<file path="src/psc_pkg.sv">
`default_nettype none
package psc_pkg;
  // Number of general-purpose pins handled by the block
  localparam int          NPIN        = 16;
  // Register byte addresses on the Avalon-MM slave
  localparam logic [3:0]  A_STBY      = 4'h0;  // Standby control register
  localparam logic [3:0]  A_ANALOG    = 4'h4;  // Analogue-capable pin mask
  localparam logic [3:0]  A_STATUS    = 4'h8;  // Phase and pad view
  localparam logic [3:0]  A_OSC       = 4'hc;  // Oscillator use
  // Field positions
  localparam int          B_SLVL      = 0;     // Standby level bit
  localparam int          B_MAINOSC   = 0;
  localparam int          B_SUBOSC    = 1;
  // Reset values
  localparam logic [15:0] ANALOG_RST  = 16'h00ff;
  localparam logic [1:0]  OSC_RST     = 2'h1;
  localparam logic [31:0] UNMAPPED_RD = 32'h00000000;
  // Pin phases
  typedef enum logic [2:0] {
    PSC_INIT_HI  = 3'b000,
    PSC_RUN      = 3'b001,
    PSC_SLEEP    = 3'b010,
    PSC_STANDBY  = 3'b011
  } psc_phase_t;
endpackage : psc_pkg
`default_nettype wire

</file>
<file path="src/psc_pin_cell.sv">
`default_nettype none
// One pad's drive and input gating for the current phase
module psc_pin_cell (
  input  wire logic            clk,
  input  wire logic            nrst,
  input  wire psc_pkg::psc_phase_t phase,
  input  wire logic            slvl,
  input  wire logic            analog,
  input  wire logic            eint_sel,
  input  wire logic            eint_en,
  input  wire logic            dma_keep,
  input  wire logic            periph_sel,
  input  wire logic            periph_run,
  input  wire logic            periph_out,
  input  wire logic            periph_oe,
  input  wire logic            port_out,
  input  wire logic            port_oe,
  input  wire logic            pad_sync,
  output logic                 pad_o,
  output logic                 pad_oe,
  output logic                 int_in
);
  logic hold_val_r;
  logic hold_oe_r;
  logic norm_val;
  logic norm_oe;
  logic held;
  logic floated;
  logic in_ok;

  // Normal drive is peripheral or port data
  assign norm_val = periph_sel ? periph_out : port_out;
  assign norm_oe  = periph_sel ? periph_oe  : port_oe;

  // Capture last state while running, frozen once a low-power phase starts
  always_ff @(posedge clk) begin
    if (!nrst) begin
      hold_val_r <= 1'b0;
      hold_oe_r  <= 1'b0;
    end else if (phase == psc_pkg::PSC_RUN) begin
      hold_val_r <= norm_val;
      hold_oe_r  <= norm_oe;
    end
  end

  // Phase decode for this pad
  always_comb begin
    held    = 1'b0;
    floated = 1'b0;
    in_ok   = 1'b1;
    case (phase)
      psc_pkg::PSC_INIT_HI: begin
        floated = 1'b1;
        in_ok   = !analog;
      end
      psc_pkg::PSC_RUN: begin
      end
      psc_pkg::PSC_SLEEP: begin
        // Bus group turns input instead of holding its last drive
        if (dma_keep) begin
          floated = 1'b1;
        end else begin
          held = 1'b1;
        end
      end
      default: begin
        if (slvl || analog) begin
          floated = 1'b1;
          in_ok   = eint_sel && eint_en;
        end else begin
          held = 1'b1;
        end
      end
    endcase
  end

  // Output: a running peripheral keeps driving even when held
  always_comb begin
    if (!nrst || floated) begin
      pad_oe = 1'b0;
      pad_o  = 1'b0;
    end else if (held && !(periph_sel && periph_run)) begin
      pad_oe = hold_oe_r;
      pad_o  = hold_val_r;
    end else begin
      pad_oe = norm_oe;
      pad_o  = norm_val;
    end
  end

  // Gated input reads zero when cut off from the pad
  assign int_in = (nrst && in_ok) ? pad_sync : 1'b0;
endmodule : psc_pin_cell
`default_nettype wire

</file>
<file path="src/psc_top.sv">
// Chosen here: the Avalon-MM register port and the register addresses.
`default_nettype none
module psc_top (
  input  wire logic                        clk,
  input  wire logic                        nrst,
  input  wire logic [3:0]                  avs_address,
  input  wire logic                        avs_read,
  input  wire logic                        avs_write,
  input  wire logic [31:0]                 avs_writedata,
  input  wire logic [3:0]                  avs_byteenable,
  output logic [31:0]                      avs_readdata,
  output logic                             avs_waitrequest,
  input  wire logic                        sleep_req,
  input  wire logic                        standby_req,
  input  wire logic [psc_pkg::NPIN-1:0]    eint_sel,
  input  wire logic [psc_pkg::NPIN-1:0]    eint_en,
  input  wire logic [psc_pkg::NPIN-1:0]    dma_group,
  input  wire logic                        dma_keep_in,
  input  wire logic [psc_pkg::NPIN-1:0]    periph_sel,
  input  wire logic [psc_pkg::NPIN-1:0]    periph_run,
  input  wire logic [psc_pkg::NPIN-1:0]    periph_out,
  input  wire logic [psc_pkg::NPIN-1:0]    periph_oe,
  input  wire logic [psc_pkg::NPIN-1:0]    port_out,
  input  wire logic [psc_pkg::NPIN-1:0]    port_oe,
  input  wire logic [psc_pkg::NPIN-1:0]    pad_i,
  output logic [psc_pkg::NPIN-1:0]         pad_o,
  output logic [psc_pkg::NPIN-1:0]         pad_oe,
  output logic [psc_pkg::NPIN-1:0]         int_in,
  output logic                             main_osc_in_en,
  output logic                             main_osc_out_o,
  output logic                             main_osc_out_oe,
  output logic                             sub_osc_in_en,
  output logic                             sub_osc_out_o,
  output logic                             sub_osc_out_oe
);
  localparam int N = psc_pkg::NPIN;

  logic                 standby_pin_level_bit_r;
  logic [N-1:0]         analog_mask_r;
  logic [1:0]           osc_use_r;
  psc_pkg::psc_phase_t  phase_r;
  psc_pkg::psc_phase_t  phase_nxt;
  logic [N-1:0]         pad_s1_r;
  logic [N-1:0]         pad_s2_r;
  logic                 rd_pend_r;
  logic [31:0]          rdata_r;
  logic [31:0]          rd_mux;
  logic                 in_standby;

  // Pads come from outside the clock domain: two flops before use
  always_ff @(posedge clk) begin
    if (!nrst) begin
      pad_s1_r <= '0;
      pad_s2_r <= '0;
    end else begin
      pad_s1_r <= pad_i;
      pad_s2_r <= pad_s1_r;
    end
  end

  // Phase sequencing; standby has priority over sleep
  always_comb begin
    phase_nxt = phase_r;
    case (phase_r)
      psc_pkg::PSC_INIT_HI: begin
        phase_nxt = psc_pkg::PSC_RUN;
      end
      psc_pkg::PSC_RUN: begin
        if (standby_req) begin
          phase_nxt = psc_pkg::PSC_STANDBY;
        end else if (sleep_req) begin
          phase_nxt = psc_pkg::PSC_SLEEP;
        end
      end
      psc_pkg::PSC_SLEEP: begin
        if (!sleep_req) begin
          phase_nxt = psc_pkg::PSC_RUN;
        end
      end
      default: begin
        if (!standby_req) begin
          phase_nxt = psc_pkg::PSC_RUN;
        end
      end
    endcase
  end

  always_ff @(posedge clk) begin
    if (!nrst) begin
      phase_r <= psc_pkg::PSC_INIT_HI;
    end else begin
      phase_r <= phase_nxt;
    end
  end

  // Software registers; each write lands in one cycle
  always_ff @(posedge clk) begin
    if (!nrst) begin
      standby_pin_level_bit_r <= 1'b0;
      analog_mask_r           <= psc_pkg::ANALOG_RST;
      osc_use_r               <= psc_pkg::OSC_RST;
    end else if (avs_write) begin
      if (avs_address == psc_pkg::A_STBY && avs_byteenable[0]) begin
        standby_pin_level_bit_r <= avs_writedata[psc_pkg::B_SLVL];
      end else if (avs_address == psc_pkg::A_ANALOG) begin
        if (avs_byteenable[0]) begin
          analog_mask_r[7:0] <= avs_writedata[7:0];
        end
        if (avs_byteenable[1]) begin
          analog_mask_r[15:8] <= avs_writedata[15:8];
        end
      end else if (avs_address == psc_pkg::A_OSC && avs_byteenable[0]) begin
        osc_use_r <= avs_writedata[1:0];
      end
    end
  end

  // Read decode; unmapped addresses return zero
  always_comb begin
    rd_mux = psc_pkg::UNMAPPED_RD;
    if (avs_address == psc_pkg::A_STBY) begin
      rd_mux[psc_pkg::B_SLVL] = standby_pin_level_bit_r;
    end else if (avs_address == psc_pkg::A_ANALOG) begin
      rd_mux[15:0] = analog_mask_r;
    end else if (avs_address == psc_pkg::A_STATUS) begin
      rd_mux[15:0]  = int_in;
      rd_mux[18:16] = phase_r;
    end else if (avs_address == psc_pkg::A_OSC) begin
      rd_mux[1:0] = osc_use_r;
    end
  end

  // Reads take one wait cycle so read data comes from a flop
  always_ff @(posedge clk) begin
    if (!nrst) begin
      rd_pend_r <= 1'b0;
      rdata_r   <= '0;
    end else begin
      rd_pend_r <= avs_read && !rd_pend_r;
      if (avs_read && !rd_pend_r) begin
        rdata_r <= rd_mux;
      end
    end
  end

  assign avs_readdata    = rdata_r;
  assign avs_waitrequest = avs_read && !rd_pend_r;

  // One cell per pin
  generate
    for (genvar i = 0; i < N; i++) begin : g_pin
      psc_pin_cell u_cell (
        .clk        (clk),
        .nrst       (nrst),
        .phase      (phase_r),
        .slvl       (standby_pin_level_bit_r),
        .analog     (analog_mask_r[i]),
        .eint_sel   (eint_sel[i]),
        .eint_en    (eint_en[i]),
        .dma_keep   (dma_group[i] && dma_keep_in),
        .periph_sel (periph_sel[i]),
        .periph_run (periph_run[i]),
        .periph_out (periph_out[i]),
        .periph_oe  (periph_oe[i]),
        .port_out   (port_out[i]),
        .port_oe    (port_oe[i]),
        .pad_sync   (pad_s2_r[i]),
        .pad_o      (pad_o[i]),
        .pad_oe     (pad_oe[i]),
        .int_in     (int_in[i])
      );
    end
  endgenerate

  // Oscillator pins: in standby, unused oscillators float in, drive high out
  assign in_standby      = (phase_r == psc_pkg::PSC_STANDBY);
  assign main_osc_in_en  = !in_standby || osc_use_r[psc_pkg::B_MAINOSC];
  assign main_osc_out_o  = 1'b1;
  assign main_osc_out_oe = in_standby && !osc_use_r[psc_pkg::B_MAINOSC];
  assign sub_osc_in_en   = in_standby && osc_use_r[psc_pkg::B_SUBOSC];
  assign sub_osc_out_o   = 1'b1;
  assign sub_osc_out_oe  = in_standby && !osc_use_r[psc_pkg::B_SUBOSC];

  // Bus group pins that go input in sleep
  logic [N-1:0] dma_live;
  assign dma_live = dma_group & {N{dma_keep_in}};

  // Checks
  a_init_float: assert property (@(posedge clk)
    !nrst |-> pad_oe == '0) else $error("pad driven in init");
  a_after_init: assert property (@(posedge clk) disable iff (!nrst)
    phase_r == psc_pkg::PSC_INIT_HI |-> pad_oe == '0 &&
    (int_in & analog_mask_r) == '0) else $error("init-high gating");
  a_slvl_write: assert property (@(posedge clk) disable iff (!nrst)
    avs_write && avs_address == psc_pkg::A_STBY && avs_byteenable[0]
    |=> standby_pin_level_bit_r == $past(avs_writedata[0]))
    else $error("level bit not stored");
  a_stby1_float: assert property (@(posedge clk) disable iff (!nrst)
    in_standby && standby_pin_level_bit_r |-> pad_oe == '0)
    else $error("standby pad driven");
  a_force_zero: assert property (@(posedge clk) disable iff (!nrst)
    in_standby && standby_pin_level_bit_r |->
    (int_in & ~(eint_sel & eint_en)) == '0)
    else $error("forced input nonzero");
  a_eint_live: assert property (@(posedge clk) disable iff (!nrst)
    in_standby && standby_pin_level_bit_r |->
    int_in == (pad_s2_r & eint_sel & eint_en))
    else $error("interrupt input dropped");
  a_stby0_float: assert property (@(posedge clk) disable iff (!nrst)
    in_standby && !standby_pin_level_bit_r |->
    (pad_oe & analog_mask_r) == '0) else $error("analog driven");
  a_wake_run: assert property (@(posedge clk) disable iff (!nrst)
    phase_r == psc_pkg::PSC_SLEEP && !sleep_req
    |=> phase_r == psc_pkg::PSC_RUN) else $error("no wake");
  a_run_norm: assert property (@(posedge clk) disable iff (!nrst)
    phase_r == psc_pkg::PSC_RUN |->
    pad_oe == ((periph_sel & periph_oe) | (~periph_sel & port_oe)))
    else $error("run drive wrong");
  a_osc_high: assert property (@(posedge clk) disable iff (!nrst)
    !in_standby |-> !main_osc_out_oe && !sub_osc_out_oe)
    else $error("osc out outside standby");

  // Sleep: bus group released when its input is kept
  a_sleep_dma: assert property (@(posedge clk) disable iff (!nrst)
    phase_r == psc_pkg::PSC_SLEEP |-> (pad_oe & dma_live) == '0)
    else $error("bus group driven in sleep");

  // Sleep keeps every input live
  a_sleep_in: assert property (@(posedge clk) disable iff (!nrst)
    phase_r == psc_pkg::PSC_SLEEP |-> int_in == pad_s2_r)
    else $error("sleep input gated");

  // First sleep cycle repeats the last run drive enable
  a_held_oe: assert property (@(posedge clk) disable iff (!nrst)
    phase_r == psc_pkg::PSC_SLEEP && $past(phase_r) == psc_pkg::PSC_RUN
    |-> ((pad_oe ^ $past(pad_oe)) & ~(periph_sel & periph_run)
    & ~dma_live) == '0) else $error("held enable moved");

  // First sleep cycle repeats the last run data
  a_held_val: assert property (@(posedge clk) disable iff (!nrst)
    phase_r == psc_pkg::PSC_SLEEP && $past(phase_r) == psc_pkg::PSC_RUN
    |-> ((pad_o ^ $past(pad_o)) & ~(periph_sel & periph_run)
    & ~dma_live) == '0) else $error("held value moved");

  // Running: inputs pass the synchroniser untouched
  a_run_in: assert property (@(posedge clk) disable iff (!nrst)
    phase_r == psc_pkg::PSC_RUN |-> int_in == pad_s2_r)
    else $error("run input gated");

  // Just after init: digital pins already read their pads
  a_init_dig: assert property (@(posedge clk) disable iff (!nrst)
    phase_r == psc_pkg::PSC_INIT_HI |->
    (int_in & ~analog_mask_r) == (pad_s2_r & ~analog_mask_r))
    else $error("digital input off after init");

  // Init pin low: nothing reaches the core
  a_reset_in: assert property (@(posedge clk)
    !nrst |-> int_in == '0) else $error("input live in init");

  // The post-init phase lasts one cycle
  a_init_step: assert property (@(posedge clk) disable iff (!nrst)
    phase_r == psc_pkg::PSC_INIT_HI |=> phase_r == psc_pkg::PSC_RUN)
    else $error("stuck after init");

  // Standby request wins over sleep
  a_stby_enter: assert property (@(posedge clk) disable iff (!nrst)
    phase_r == psc_pkg::PSC_RUN && standby_req |=> in_standby)
    else $error("standby not entered");

  // Sleep request alone enters sleep
  a_sleep_enter: assert property (@(posedge clk) disable iff (!nrst)
    phase_r == psc_pkg::PSC_RUN && sleep_req && !standby_req
    |=> phase_r == psc_pkg::PSC_SLEEP) else $error("sleep not entered");

  // Standby ends one cycle after its request drops
  a_stby_wake: assert property (@(posedge clk) disable iff (!nrst)
    in_standby && !standby_req |=> phase_r == psc_pkg::PSC_RUN)
    else $error("no wake from standby");

  // Level zero: analogue inputs forced unless interrupt
  a_stby0_force: assert property (@(posedge clk) disable iff (!nrst)
    in_standby && !standby_pin_level_bit_r |->
    (int_in & analog_mask_r & ~(eint_sel & eint_en)) == '0)
    else $error("analog input not forced");

  // Level zero: enabled interrupt pins still see the pad
  a_stby0_eint: assert property (@(posedge clk) disable iff (!nrst)
    in_standby && !standby_pin_level_bit_r |->
    (int_in & analog_mask_r) ==
    (pad_s2_r & analog_mask_r & eint_sel & eint_en))
    else $error("interrupt input lost");

  // Level zero: digital pins keep their run drive
  a_stby0_hold: assert property (@(posedge clk) disable iff (!nrst)
    in_standby && !standby_pin_level_bit_r &&
    $past(phase_r) == psc_pkg::PSC_RUN |->
    ((pad_oe ^ $past(pad_oe)) & ~analog_mask_r
    & ~(periph_sel & periph_run)) == '0) else $error("digital not held");

  // Standby: main oscillator input follows its use
  a_osc_main_in: assert property (@(posedge clk) disable iff (!nrst)
    in_standby |-> main_osc_in_en == osc_use_r[psc_pkg::B_MAINOSC])
    else $error("main osc input wrong");

  // Standby: sub oscillator input follows its use
  a_osc_sub_in: assert property (@(posedge clk) disable iff (!nrst)
    in_standby |-> sub_osc_in_en == osc_use_r[psc_pkg::B_SUBOSC])
    else $error("sub osc input wrong");

  // Standby: an unused main oscillator drives high
  a_osc_drive: assert property (@(posedge clk) disable iff (!nrst)
    in_standby |-> main_osc_out_oe == !osc_use_r[psc_pkg::B_MAINOSC])
    else $error("main osc drive wrong");

  // Writes never wait
  a_wr_nowait: assert property (@(posedge clk) disable iff (!nrst)
    avs_write |-> !avs_waitrequest) else $error("write stalled");

  // Reads wait exactly one cycle
  a_rd_one: assert property (@(posedge clk) disable iff (!nrst)
    avs_read && avs_waitrequest |=> !avs_waitrequest)
    else $error("read wait too long");

  // Level bit read back as stored
  a_rd_slvl: assert property (@(posedge clk) disable iff (!nrst)
    avs_read && !avs_waitrequest && avs_address == psc_pkg::A_STBY
    |-> avs_readdata[psc_pkg::B_SLVL] == standby_pin_level_bit_r)
    else $error("level bit readback");

  c_sleep: cover property (@(posedge clk) disable iff (!nrst)
    phase_r == psc_pkg::PSC_SLEEP ##1 phase_r == psc_pkg::PSC_RUN);
  c_stby1: cover property (@(posedge clk) disable iff (!nrst)
    in_standby && standby_pin_level_bit_r);
  c_stby0: cover property (@(posedge clk) disable iff (!nrst)
    in_standby && !standby_pin_level_bit_r);
  c_dma_sleep: cover property (@(posedge clk) disable iff (!nrst)
    phase_r == psc_pkg::PSC_SLEEP && dma_keep_in);
  c_rd_done: cover property (@(posedge clk) disable iff (!nrst)
    avs_read && !avs_waitrequest);
endmodule : psc_top
`default_nettype wire

</file>
<file path="config.mk">
export PLATFORM = sky130hd
export DESIGN_NAME = psc_top
export DESIGN_NICKNAME = d
export VERILOG_FILES = /design/src/psc_pkg.sv /design/src/psc_pin_cell.sv /design/src/psc_top.sv
export SDC_FILE = /design/constraint.sdc
export NUM_CORES = 1
export LEC_CHECK = 0
export ABC_AREA = 1
export BUFFER_PORTS_ARGS = -buffer_cell sky130_fd_sc_hd__buf_2
export CAP_MARGIN = 30
export CORE_MARGIN = 1.5
export CORE_UTILIZATION = 35
export DETAILED_ROUTE_END_ITERATION = 16
export PLACE_DENSITY = 0.6
export SYNTH_ARGS = -nofsm -noshare
export SYNTH_HDL_FRONTEND = slang
export SYNTH_SLANG_ARGS = --single-unit
</file>
<file path="constraint.sdc">
create_clock -name clk -period 2.9 [get_ports clk]
set_clock_uncertainty 0.05 [all_clocks]
set_input_delay 0.29 -clock clk [delete_from_list [all_inputs] [get_ports clk]]
set_output_delay 0.29 -clock clk [all_outputs]
set_load 0.05 [all_outputs]
</file>
* Yosys cells after proc, flatten, opt, wreduce, memory -nomap -nowiden
Index checks and enable logic that the tools add are counted.
Storage, ports and cells: register bits 106, input bits 207, word-level logic and storage cells 469
Operators by class: multiplexer cells 252, reduce and logical (&&, ||, !) cells 165, equality and inequality tests 9, bitwise logic cells 2
Operator list (number):
- 1-bit 2-to-1 mux | 193
- 1-bit logical AND | 86
- 1-bit case mux with 2 select lines | 32
- 1-bit case mux with 3 select lines | 16
- 1-bit zero test | 37
- 1-bit logical OR | 33
- 18-bit 2-to-1 mux | 1
- 17-bit 2-to-1 mux | 1
- 16-bit 2-to-1 mux | 1
- 3-bit 2-to-1 mux | 5
- 4-bit AND reduction | 3
- 3-bit case mux with 3 select lines | 1
- 4-bit == test (second input constant) | 2
- 3-bit by 2-bit == test with 1-bit output (second input constant) | 2
- 4-bit by 3-bit == test with 1-bit output (second input constant) | 1
- 4-bit zero test | 1
- 2-bit 2-to-1 mux | 2
- 4-bit by 1-bit != test with 1-bit output (second input constant) | 1
- 2-bit OR reduction | 2
- 3-bit by 1-bit == test with 1-bit output (second input constant) | 1
- 3-bit zero test | 1
- 3-bit != test (second input constant) | 1
- 3-bit AND reduction | 1
- 2-bit != test (second input constant) | 1
- other kinds (2) | 3

* Depth between registers and ports, before layout
Gate-level depths: netlist of the first run.
word-level depth 8, mapped depth 10, gate-level depth less buffers 8

* Cells and area by module
A second synthesis of the first run with hierarchy kept.
Unflattened totals: cell total of the unflattened synthesis 1260, area total of the unflattened synthesis 7607.3 um^2
Modules (own cells, without submodules):
- psc_pin_cell | instances 16, area each 271.5 um^2, cells an instance 51, sequential area each 40.0 um^2
- psc_top | instances 1, area each 3263.1 um^2, cells an instance 444, sequential area each 1441.4 um^2

* Worst setup path before layout of the first run
OpenSTA, ideal clock, no wires.
path kind reg2out, start point reg phase_r[0], end point out main_osc_in_en, stages on the path, launching flop included 5, arrival time 1.741 ns, path slack 0.819 ns, path through dfxtp_1 > ha_1 > inv_1 > nor2_1 > inv_1
Between the ends: longest elaborated chain between the ends 3
RTL lines:
- start: declaration | RTL line psc_top.sv:41 | psc_pkg::psc_phase_t phase_r;
- start signal: assignment | RTL line psc_top.sv:90 | phase_r <= psc_pkg::PSC_INIT_HI;
- start signal: assignment | RTL line psc_top.sv:92 | phase_r <= phase_nxt;
- 3-bit by 2-bit == test with 1-bit output | RTL line psc_top.sv:176 | assign in_standby = (phase_r == psc_pkg::PSC_STANDBY);
- 1-bit zero test | RTL line psc_top.sv:177 | assign main_osc_in_en = !in_standby || osc_use_r[psc_pkg::B_MAINOSC];
- 1-bit logical OR | RTL line psc_top.sv:177
- end: declaration | RTL line psc_top.sv:29 | output logic main_osc_in_en,
No other way between the ends.

* Worst setup path in the final report of the first run
start point reg phase_r[1], end point out pad_o[2] (netlist name)
Between the ends: longest elaborated chain between the ends 6
RTL lines:
- 3-bit by 1-bit == test with 1-bit output / 3-bit zero test (equally long branches) | RTL line psc_pin_cell.sv:51 | case (phase)
- 2-bit OR reduction (no line)
- 1-bit case mux with 2 select lines | RTL line psc_pin_cell.sv:51
- 1-bit logical AND | RTL line psc_pin_cell.sv:82 | end else if (held && !(periph_sel && periph_run)) begin
- 1-bit 2-to-1 mux | RTL line psc_pin_cell.sv:82
- 1-bit 2-to-1 mux (*) | RTL line psc_pin_cell.sv:79 | if (!nrst || floated) begin
- end: declaration | RTL line psc_top.sv:26 | output logic [psc_pkg::NPIN-1:0] pad_o,
Every way passes the cells marked *; elsewhere a longest branch is shown, timed or not.

==> results of run 1 <==
==> per-stage QoR <==
step	cells	hold slack [ns]	util, %	cell area (um^2)	setup slack (ns)
floorplan	1042	0.338	-	6650	0.819
global placement	1440	0.345	41.1	7640	0.501
detailed placement	1440	0.346	41.1	7640	0.467
CTS	1456	0.0507	42.7	7930	0.0763
global route	1456	0.0592	42.7	7930	0.00760
finish	1456	0.0653	42.7	7930	0.224
==> synthesized netlist by cell type, drive strengths merged <==
| cell type | number | area (um^2) |
|---|---|---|
| dfxtp | 104 | 2080 |
| nand4 | 3 | 18.8 |
| mux2i | 10 | 100 |
| nand3 | 54 | 295 |
| buf | 92 | 651 |
| nor3 | 6 | 30.0 |
| o211ai | 11 | 82.6 |
| mux2 | 22 | 248 |
| or2 | 1 | 6.26 |
| a21oi | 111 | 574 |
| clkinv | 2 | 7.51 |
| ha | 6 | 75.1 |
| conb | 2 | 7.51 |
| inv | 118 | 443 |
| nor2 | 125 | 492 |
| clkbuf | 17 | 65.1 |
| and2 | 16 | 100 |
| nand2 | 265 | 1000 |
| o21ai | 63 | 315 |
==> flip-flops by register name, indices dropped and copies added, names as in the netlist <==
signal,cells
avs_readdata,18
analog_mask_r,16
g_pin.u_cell.hold_oe_r,16
g_pin.u_cell.hold_val_r,16
pad_s1_r,16
pad_s2_r,16
osc_use_r,2
phase_r,2
rd_pend_r,1
standby_pin_level_bit_r,1
==> metal layers <==
| metal | vias up | global-route usage [%] |
|---|---|---|
| li1 | 3531 | - |
| met1 | 2964 | 26.3 |
| met2 | 212 | 34.4 |
| met3 | 12 | 4.10 |
| met4 | 0 | 4.27 |
| met5 | - | 0 |
==> worst reg2reg max path, cell delays in order (launching register included) <==
cell and delay (ns):
dfxtp_1 0.37, inv_1 0.13, ha_1 0.56, nand2_1 0.12, a21oi_1 0.19, nand3_1 0.09
nand2_1 0.07, nand2_1 0.08, a21oi_1 0.12
==> worst paths after layout <==
path / slack, ns / endpoint
worst max register to register: 1.07 / avs_readdata[11]$_SDFFE_PN0P_
worst min register to register: 0.37 / pad_s2_r[0]$_SDFF_PN0_
worst min-delay path: 0.07 / pad_s1_r[2]$_SDFF_PN0_
worst max-delay path: 0.22 / pad_o[2]
==> power groups by stage <==
| stage | clock network, uW | registers (uW) | logic, uW |
|---|---|---|---|
| 2_1_floorplan | 0 | 1770 | 2180 |
| 3_3_place_gp | 0 | 1780 | 2650 |
| 3_5_place_dp | 0 | 1780 | 2670 |
| 4_1_cts | 1250 | 1750 | 2680 |
| 5_1_grt | 1310 | 1770 | 2960 |
| 6_report | 1210 | 1750 | 2660 |
==> cell usage in the layout, fill, tap and decap left out, types with 2 or more instances in the layout <==
| master | n |
|---|---|
| buf_4 | 13 |
| o211ai_1 | 11 |
| o21ai_1 | 2 |
| buf_2 | 258 |
| inv_6 | 2 |
| nand4_1 | 3 |
| o21ai_0 | 61 |
| nand2_2 | 2 |
| and2_1 | 16 |
| nor2_2 | 3 |
| nor2_1 | 120 |
| nand3_1 | 52 |
| conb_1 | 16 |
| nand2_1 | 263 |
| a21oi_2 | 5 |
| clkbuf_16 | 9 |
| inv_1 | 115 |
| nor2_4 | 2 |
| ha_1 | 5 |
| nor3_1 | 6 |
| a21oi_1 | 106 |
| mux2_2 | 22 |
| inv_2 | 4 |
| nand3_4 | 2 |
| mux2i_1 | 10 |
| dfxtp_1 | 104 |
==> kinds of logic (layout without fill, tap and decap cells) <==
group | Yosys count | in the layout | synth area share, %
AOI/OAI and AO/OA | 185 | 185 | 14.7
adders and majority gates | 6 | 6 | 1.14
buffers and inverters | 229 | 409 | 17.7
DFF | 104 | 104 | 31.6
muxes | 32 | 32 | 5.28
other | 2 | 16 | 0.114
and+or+nand+nor | 470 | 470 | 29.5
==> layout make-up <==
class | count | area, um^2
inverters | 120 | 450
well taps | 234 | 293
flip-flops and latches | 104 | 2080
repair buffers | 273 | 1420
clock buffers | 10 | 229
fillers | 2027 | 10600
multi-input cells | 709 | 3400
clock inverters | 6 | 61.3
==> metrics.yaml, run 1 <==
maxSlewViolCount: 0
cp-end-kind: "primary output"
ys_ff_latch: 104
cp.depth: 7
min_from: "pad_i[2]"
cts_resized: 0
numClockSinks: 104
overflow: 0
cts_hold_buf: 0
p_sw_uw: 2590
cp_common_cell: "nor2_1"
cp_cell_sequence: "ha_2 > buf_4 > a21oi_1 > nor2_1 > o21ai_0 > nor2_1 > buf_2"
num_rows: 50
critical-path-slowest-cell: "dfxtp_1"
highest_layer: "met4"
clk_pin_slew_ns: 0.08
status: "finished, final reports clean"
dr.pass1.iters: 5
routed_wl_mm: 20.1
drt-initial-drc-count: 261
wl_met1_mm: 9.26
grt_usage_pct: 20.2
clockRootBuffer: "clkbuf_16"
powerDensity_nw_per_um2: 709
grt_pass1_vias: 6018
vias: 6719
max_freq_mhz: 374
min_period_ns: 2.68
cp_num_buf_inv: 2
cp_max_fo: 18
routed_via_density: 4.61
die-area_um2: 19700
gp_congestion: 0.835
cp_slowest_stage_delay_ns: 0.44
maxCapViolCount: 0
area_delta_synth_final_pct: 20.3
start_util_pct: 35.5
clockBufferDepth: 2
grt_pass1_wl_mm: 31.2
antenna_found_initial: 0
synthCells: 1028
cts_htree_levels: 3
die_h_um: 140
postRouteAntennaNets: 0
power_frac_seq_pct: 31.1
p_sw_share_pct: 46.0
tightest_slew_ns: 0.607
diodes: 0
syn_area_per_cell_um2: 6.41
nets: 1430
io_buffer_count: 259
die_w_um: 140
crit_start: "phase_r[1]$_SDFFE_PN0P_"
p_comb_share_pct: 47.4
crit_required_ns: 2.56
seq_area_frac_synth_pct: 31.6
clk_latency_ns: 0.35
r2r_start: "phase_r[0]$_SDFFE_PN0P_"
drcViolationCount: 0
cp_top_family: "buffers and inverters"
period_share_pct: 92.3
cts_buffers: 9
syn-cell-area_um2: 6590
grt_max_degree: 64
dpl.hpwl_mm: 15.4
p_leak_uw: 0.00446
slew_headroom_pct: 59.5
fin_tns_setup_ns: 0
internal-power_uw: 3040
rsz0062_at_grt: "false"
ys_warn_count: 0
post-cts-setup-buffer-count: 0
crit_arrival_ns: 2.34
startpoint_type: "register"
drive_gt1_share_pct: 27.0
ys_types: 30
power.total_uw: 5620
peakVddDrop_mv: 0.374
core_um2: 18600
critPathKind: "register to primary output"
ios: 294
hold_viol_final: 0
dr_wl_met2_mm: 9.44
min_path_type: "primary input to register"
wl_per_cell_um: 13.8
clock_power_share_pct: 21.5
worstHoldPathCells: 3
cts_tree: "done"
rr_worst_depth: 8
setup_viol: 0
wl_met3_mm: 1.15
No activity file was read; power rests on OpenSTA's default activity.
==> run 2, diff against run 1 <==
--- a/config.mk
+++ b/config.mk
@@ -8,10 +8,11 @@
 export ABC_AREA = 1
 export BUFFER_PORTS_ARGS = -buffer_cell sky130_fd_sc_hd__buf_2
 export CAP_MARGIN = 30
-export CORE_MARGIN = 1.5
+export CORE_MARGIN = 10
 export CORE_UTILIZATION = 35
 export DETAILED_ROUTE_END_ITERATION = 16
-export PLACE_DENSITY = 0.6
+export PLACE_DENSITY = 0.59
 export SYNTH_ARGS = -nofsm -noshare
 export SYNTH_HDL_FRONTEND = slang
+export SYNTH_HIERARCHICAL = 1
 export SYNTH_SLANG_ARGS = --single-unit
==> metrics.yaml, run 2 <==
numClockSinks: 104  # unchanged
min_period_ns: 2.50  # -0.173 ns
antenna_found_initial: 2  # +2
fin_tns_setup_ns: 0  # unchanged
final_cell_mix: "nand2_1 (403), inv_1 (260), buf_2 (258)"
cts_resized: 0  # unchanged
final_common_cell: "nand2_1"
routed_via_density: 4.44  # -3.7%
synth_flop_cell: "dfxtp_1"
num_rows: 53  # +6.0%
nets: 1745  # +22%
p_leak_uw: 0.00568  # +27%
synth_xor_area_share_pct: 0  # unchanged
wl_per_cell_um: 13.1  # -5.0%
overflow: 0  # unchanged
drcViolationCount: 0  # unchanged
die_w_um: 167  # +19%
tightest_slew_ns: 0.944  # +0.336 ns
die-area_um2: 28000  # +43%
largest_reg_flops: 18  # unchanged
maxCapViolCount: 0  # unchanged
synth_top_area_share_pct: 27.4  # -4.2 points
slew_headroom_pct: 37.0  # -23 points
grt_max_degree: 47  # -27%
syn-cell-area_um2: 7610  # +15%
rsz0062_at_grt: "false"
io_buffer_count: 259  # unchanged
dr.pass1.iters: 5  # unchanged
setup_viol: 0  # unchanged
die_h_um: 167  # +19%
cts_tree: "done"
timing.final.ws_setup_ns: 0.397  # +0.173 ns
vias: 8069  # +20%
place_worst_setup_slack_ns: 0.709  # +0.241 ns
ys_ff_latch: 104  # unchanged
powerDensity_nw_per_um2: 577  # -19%
grt_pass1_vias: 7980  # +33%
post-cts-setup-buffer-count: 0  # unchanged
gp_congestion: 0.826  # -1.1%
clk_pin_slew_ns: 0.08  # about the same
synth_common_cells: "nand2_1 (403), inv_1 (260), dfxtp_1 (104)"
cts_buffers: 9  # unchanged
syn_area_per_cell_um2: 6.04  # -5.9%
synthSimpleGateAreaFrac_pct: 47.8  # +18 points
period_share_pct: 86.3  # -6.0 points
ys_warn_count: 6  # +6
finish.instance_area_um2: 9570  # +21%
routed_wl_mm: 23.8  # +18%
drive_gt1_share_pct: 30.1  # +3.1 points
yosys-top-cells-area: "dfxtp_1 (27%), nand2_1 (20%), inv_1 (13%)"
synth_top_family_by_area: "simple AND/OR/NAND/NOR gates"
yosysMostFrequentCell: "nand2_1"
crit_arrival_ns: 2.16  # -0.18 ns
cts_htree_levels: 3  # unchanged
dpl.hpwl_mm: 18.7  # +21%
synth-compound-area-share_pct: 6.28  # -8.5 points
core_um2: 21200  # +14%
grt_pass1_wl_mm: 38.7  # +24%
crit_required_ns: 2.56  # about the same
clockBufferDepth: 2  # unchanged
synthMuxAreaShare_pct: 0  # -5.3 points
drt-initial-drc-count: 387  # +48%
clk_latency_ns: 0.36  # about the same
ys_types: 29  # -3.3%
startpoint_type: "register"
max_freq_mhz: 400  # +6.9%
start_util_pct: 35.8  # +0.37 points
cp_max_fo: 18  # unchanged
synth-async-reset-ratio_pct: 0  # unchanged
cts_hold_buf: 0  # unchanged
cp-end-kind: "primary output"
synthCells: 1260  # +23%
peakVddDrop_mv: 0.344  # -8.1%
min_path_type: "primary input to register"
seq_area_frac_synth_pct: 27.4  # -4.2 points
synth_adder_area_share_pct: 0.658  # -0.48 points
nFillCells: 2313  # +14%
hold_viol_final: 0  # unchanged
place_area_um2: 9230  # +21%
maxSlewViolCount: 0  # unchanged
grt_usage_pct: 16.5  # -3.7 points
status: "finished, final reports clean"
critPathKind: "register to primary output"
clockRootBuffer: "clkbuf_16"
whs_ns: 0.0591  # -0.00619 ns
yosysTopAreaCell: "dfxtp_1"
ios: 294  # unchanged
synth_edf_count: 0  # unchanged
postRouteAntennaNets: 0  # unchanged
area_delta_synth_final_pct: 25.7
[run 2: cell count changes after synthesis, sizes merged, moves of 22 or more]
cell | before | now
buf | 92 | 26
nand3 | 54 | 113
inv | 118 | 295
nand2 | 265 | 420
nor2 | 125 | 89
mux2 | 22 | 0
nand4 | 3 | 90
o21ai | 63 | 37
a21oi | 111 | 51
[run 2: worst paths after layout]
kind	from	to	slack, ns	cells past startpoint
setup / recovery	standby_pin_level_bit_r$_SDFFE_PN0P_	int_in[4]	0.40	8
hold / removal	pad_i[9]	pad_s1_r[9]$_SDFF_PN0_	0.06	3
setup reg to reg	standby_pin_level_bit_r$_SDFFE_PN0P_	avs_readdata[1]$_SDFFE_PN0P_	0.87	11
hold reg to reg	pad_s1_r[7]$_SDFF_PN0_	pad_s2_r[7]$_SDFF_PN0_	0.36	2
[run 2: cell type report]
type	count	area [um^2]	area share, %
inverter	296	1110	11.6
clock inverter	7	103	1.07
tap	275	344	3.60
clock buffer	9	225	2.35
antenna	2	5.00	0.0523
sequential	104	2080	21.8
timing repair buffer	269	1400	14.6
multi-input combinational	854	4290	44.9
[run 2: per-layer routing]
metal,global-route usage [%],share of wire (%)
met3,3.63,5.9
met5,0,0
met2,28.2,46
met4,4.05,1.2
met1,20.4,47
[run 2: logic make-up after synthesis]
family,after synthesis
and+or+nand+nor,730
buffers and inverters,332
DFF,104
AOI/OAI and AO/OA,88
adders and majority gates,4
other,2
[run 2: worst max-delay path, stage by stage (launching register included)]
cell and delay [ns]:
dfxtp_1 0.94, inv_1 0.09, nand2_1 0.12, nand3_2 0.12, inv_1 0.10, nand2_1 0.07, nand4_1 0.07, inv_1 0.08
buf_2 0.22
[run 2: where the power goes]
part / total [uW] / switching (uW) / leakage [uW] / internal [uW]
Clock: 1370 / 600 / 0.000157 / 767
Sequential: 1600 / 37.2 / 0.000852 / 1560
Combinational: 2560 / 1770 / 0.00467 / 785
[run 2: stage by stage]
step	power (uW)	util, %	std cells
3_5_place_dp	4190	43.5	1798
3_3_place_gp	4160	43.5	1798
4_1_cts	5580	45.1	1814
2_1_floorplan	3600	-	1290
5_1_grt	5970	45.1	1815
6_report	5520	45.1	1816
==> run 3, diff against run 2 <==
--- a/config.mk
+++ b/config.mk
@@ -8,10 +8,11 @@
 export ABC_AREA = 1
 export BUFFER_PORTS_ARGS = -buffer_cell sky130_fd_sc_hd__buf_2
 export CAP_MARGIN = 30
-export CORE_MARGIN = 10
+export CORE_MARGIN = 2
 export CORE_UTILIZATION = 35
 export DETAILED_ROUTE_END_ITERATION = 16
-export PLACE_DENSITY = 0.59
+export PLACE_DENSITY = 0.69
+export SLEW_MARGIN = 20
 export SYNTH_ARGS = -nofsm -noshare
 export SYNTH_HDL_FRONTEND = slang
 export SYNTH_HIERARCHICAL = 1
==> metrics.yaml, run 3 (synthesis gave the netlist of run 2 again) <==
die_w_um: 151  # -9.6%
rrSetupSlack_ns: 0.93  # +0.06 ns
cp_max_fo: 11  # -7
cts_resized: 0  # unchanged
power.total_uw: 5430  # -1.6%
powerDensity_nw_per_um2: 569  # -1.4%
crit_arrival_ns: 2.24  # +0.08 ns
start_util_pct: 36.0  # +0.11 points
grt_pass1_wl_mm: 34.2  # -12%
peakVddDrop_mv: 0.306  # -11%
rsz0062_at_grt: "false"
min_path_type: "primary input to register"
utilization_pct: 45.2  # +0.076 points
tightest_slew_ns: 0.663  # -0.281 ns
slew_headroom_pct: 55.7  # +19 points
drcViolationCount: 0  # unchanged
num_rows: 53  # unchanged
ios: 294  # unchanged
p_leak_uw: 0.00567  # -0.14%
nFillCells: 2242  # -3.1%
setup_viol: 0  # unchanged
routed_wl_mm: 21.5  # -9.5%
maxSlewViolCount: 0  # unchanged
startpoint_type: "register"
dr.pass1.iters: 4  # -1
max_freq_mhz: 387  # -3.0%
min_from: "pad_i[14]"
gp_congestion: 0.849  # +2.8%
maxCapViolCount: 0  # unchanged
post-cts-setup-buffer-count: 0  # unchanged
nets: 1745  # unchanged
largest_reg_flops: 18  # unchanged
grt_pass1_vias: 7327  # -8.2%
drt-initial-drc-count: 302  # -22%
clockRootBuffer: "clkbuf_16"
critPathKind: "register to primary output"
cts_buffers: 9  # unchanged
routed_via_density: 4.51  # +1.5%
die_h_um: 151  # -9.6%
dpl.hpwl_mm: 16.6  # -11%
min_period_ns: 2.58  # +0.0785 ns
cts_htree_levels: 3  # unchanged
clockBufferDepth: 2  # unchanged
area_delta_synth_final_pct: 25.6
drive_gt1_share_pct: 30.1  # +0.065 points
seqCellArea_um2: 2080  # about the same
antenna_found_initial: 2  # unchanged
hold_viol_final: 0  # unchanged
cp-end-kind: "primary output"
worstHoldEndpoint: "pad_s1_r[14]$_SDFF_PN0_"
core_um2: 21200  # -0.31%
r2r_start: "phase_r[1]$_SDFFE_PN0P_"
numClockSinks: 104  # unchanged
wl_per_cell_um: 11.8  # -9.5%
io_buffer_count: 259  # unchanged
rr_worst_depth: 12  # +1
period_share_pct: 89.0  # +2.7 points
finish.instance_area_um2: 9550  # -0.14%
place_area_um2: 9230  # about the same
clk_latency_ns: 0.35  # about the same
timing.final.ws_setup_ns: 0.319  # -0.0785 ns
postRouteAntennaNets: 0  # unchanged
overflow: 0  # unchanged
cts_tree: "done"
multi_input_area_um2: 4290  # unchanged
vias: 8188  # +1.5%
grt_usage_pct: 18.8  # +2.3 points
fin_tns_setup_ns: 0  # unchanged
cts_hold_buf: 0  # unchanged
r2r-end: "avs_readdata[1]$_SDFFE_PN0P_"
place_worst_setup_slack_ns: 0.676  # -0.0322 ns
clk_pin_slew_ns: 0.07  # about the same
status: "finished, final reports clean"
grt_max_degree: 65  # +38%
worstHoldPathCells: 3  # unchanged
final_cell_mix: "nand2_1 (403), inv_1 (260), buf_2 (258)"
final_common_cell: "nand2_1"
die-area_um2: 22900  # -18%
crit_required_ns: 2.56  # about the same
run 3: cell types whose count changed in the layout (fill, tap and decap cells not counted):
cell | before | now
clkinv_4 | 2 | 0
bufinv_16 | 2 | 1
clkbuf_8 | 0 | 1
clkinvlp_4 | 1 | 2
dfxtp_1 | 103 | 102
dfxtp_2 | 1 | 2
inv_8 | 0 | 1
run 3: worst max path at each step:
stage,startpoint,end,slack (ns)
floorplan,phase_r[0]$_SDFFE_PN0P_,main_osc_in_en,0.22
global placement,phase_r[1]$_SDFFE_PN0P_,pad_o[1],0.72
detailed placement,phase_r[1]$_SDFFE_PN0P_,pad_o[1],0.68
CTS,phase_r[1]$_SDFFE_PN0P_,pad_o[1],0.27
global route,phase_r[1]$_SDFFE_PN0P_,pad_oe[6],0.15
finish,phase_r[1]$_SDFFE_PN0P_,pad_o[1],0.32
run 3: metal layers:
metal  wire length, um  GRT usage (%)  part of all wire [%]
met1              9630           22.6                    45
met2             10300           33.7                    48
met3              1220           3.83                   5.7
met4               372           5.05                   1.7
met5                13              0                 0.060
run 3: cell type report:
| type | count | share of cell area (%) |
|---|---|---|
| multi-input combinational | 854 | 44.9 |
| inverter | 296 | 11.7 |
| tap | 275 | 3.60 |
| clock buffer | 10 | 2.50 |
| clock inverter | 6 | 0.773 |
| sequential | 104 | 21.8 |
| antenna | 2 | 0.0524 |
| timing repair buffer | 269 | 14.6 |
run 3: worst max-delay path: stages, from the launching register on:
cell and delay, ns:
dfxtp_2 0.56, buf_4 0.33, inv_2 0.10, or2_4 0.24, nand2_1 0.06, nand2_1 0.06
nor2_2 0.11, nand2_1 0.07, nor2_2 0.08, buf_2 0.26
run 3: through the flow:
stage          instances  hold WS, ns
6_report            1816       0.0670
5_1_grt             1815       0.0597
4_1_cts             1814       0.0485
3_5_place_dp        1798        0.348
3_3_place_gp        1798        0.343
2_1_floorplan       1290        0.338
run 3: where the power goes:
group | leakage, uW | total [uW] | internal [uW] | switching [uW]
Combinational | 0.00467 | 2520 | 777 | 1750
Clock | 0.000148 | 1280 | 706 | 579
Sequential | 0.000852 | 1630 | 1560 | 65.9
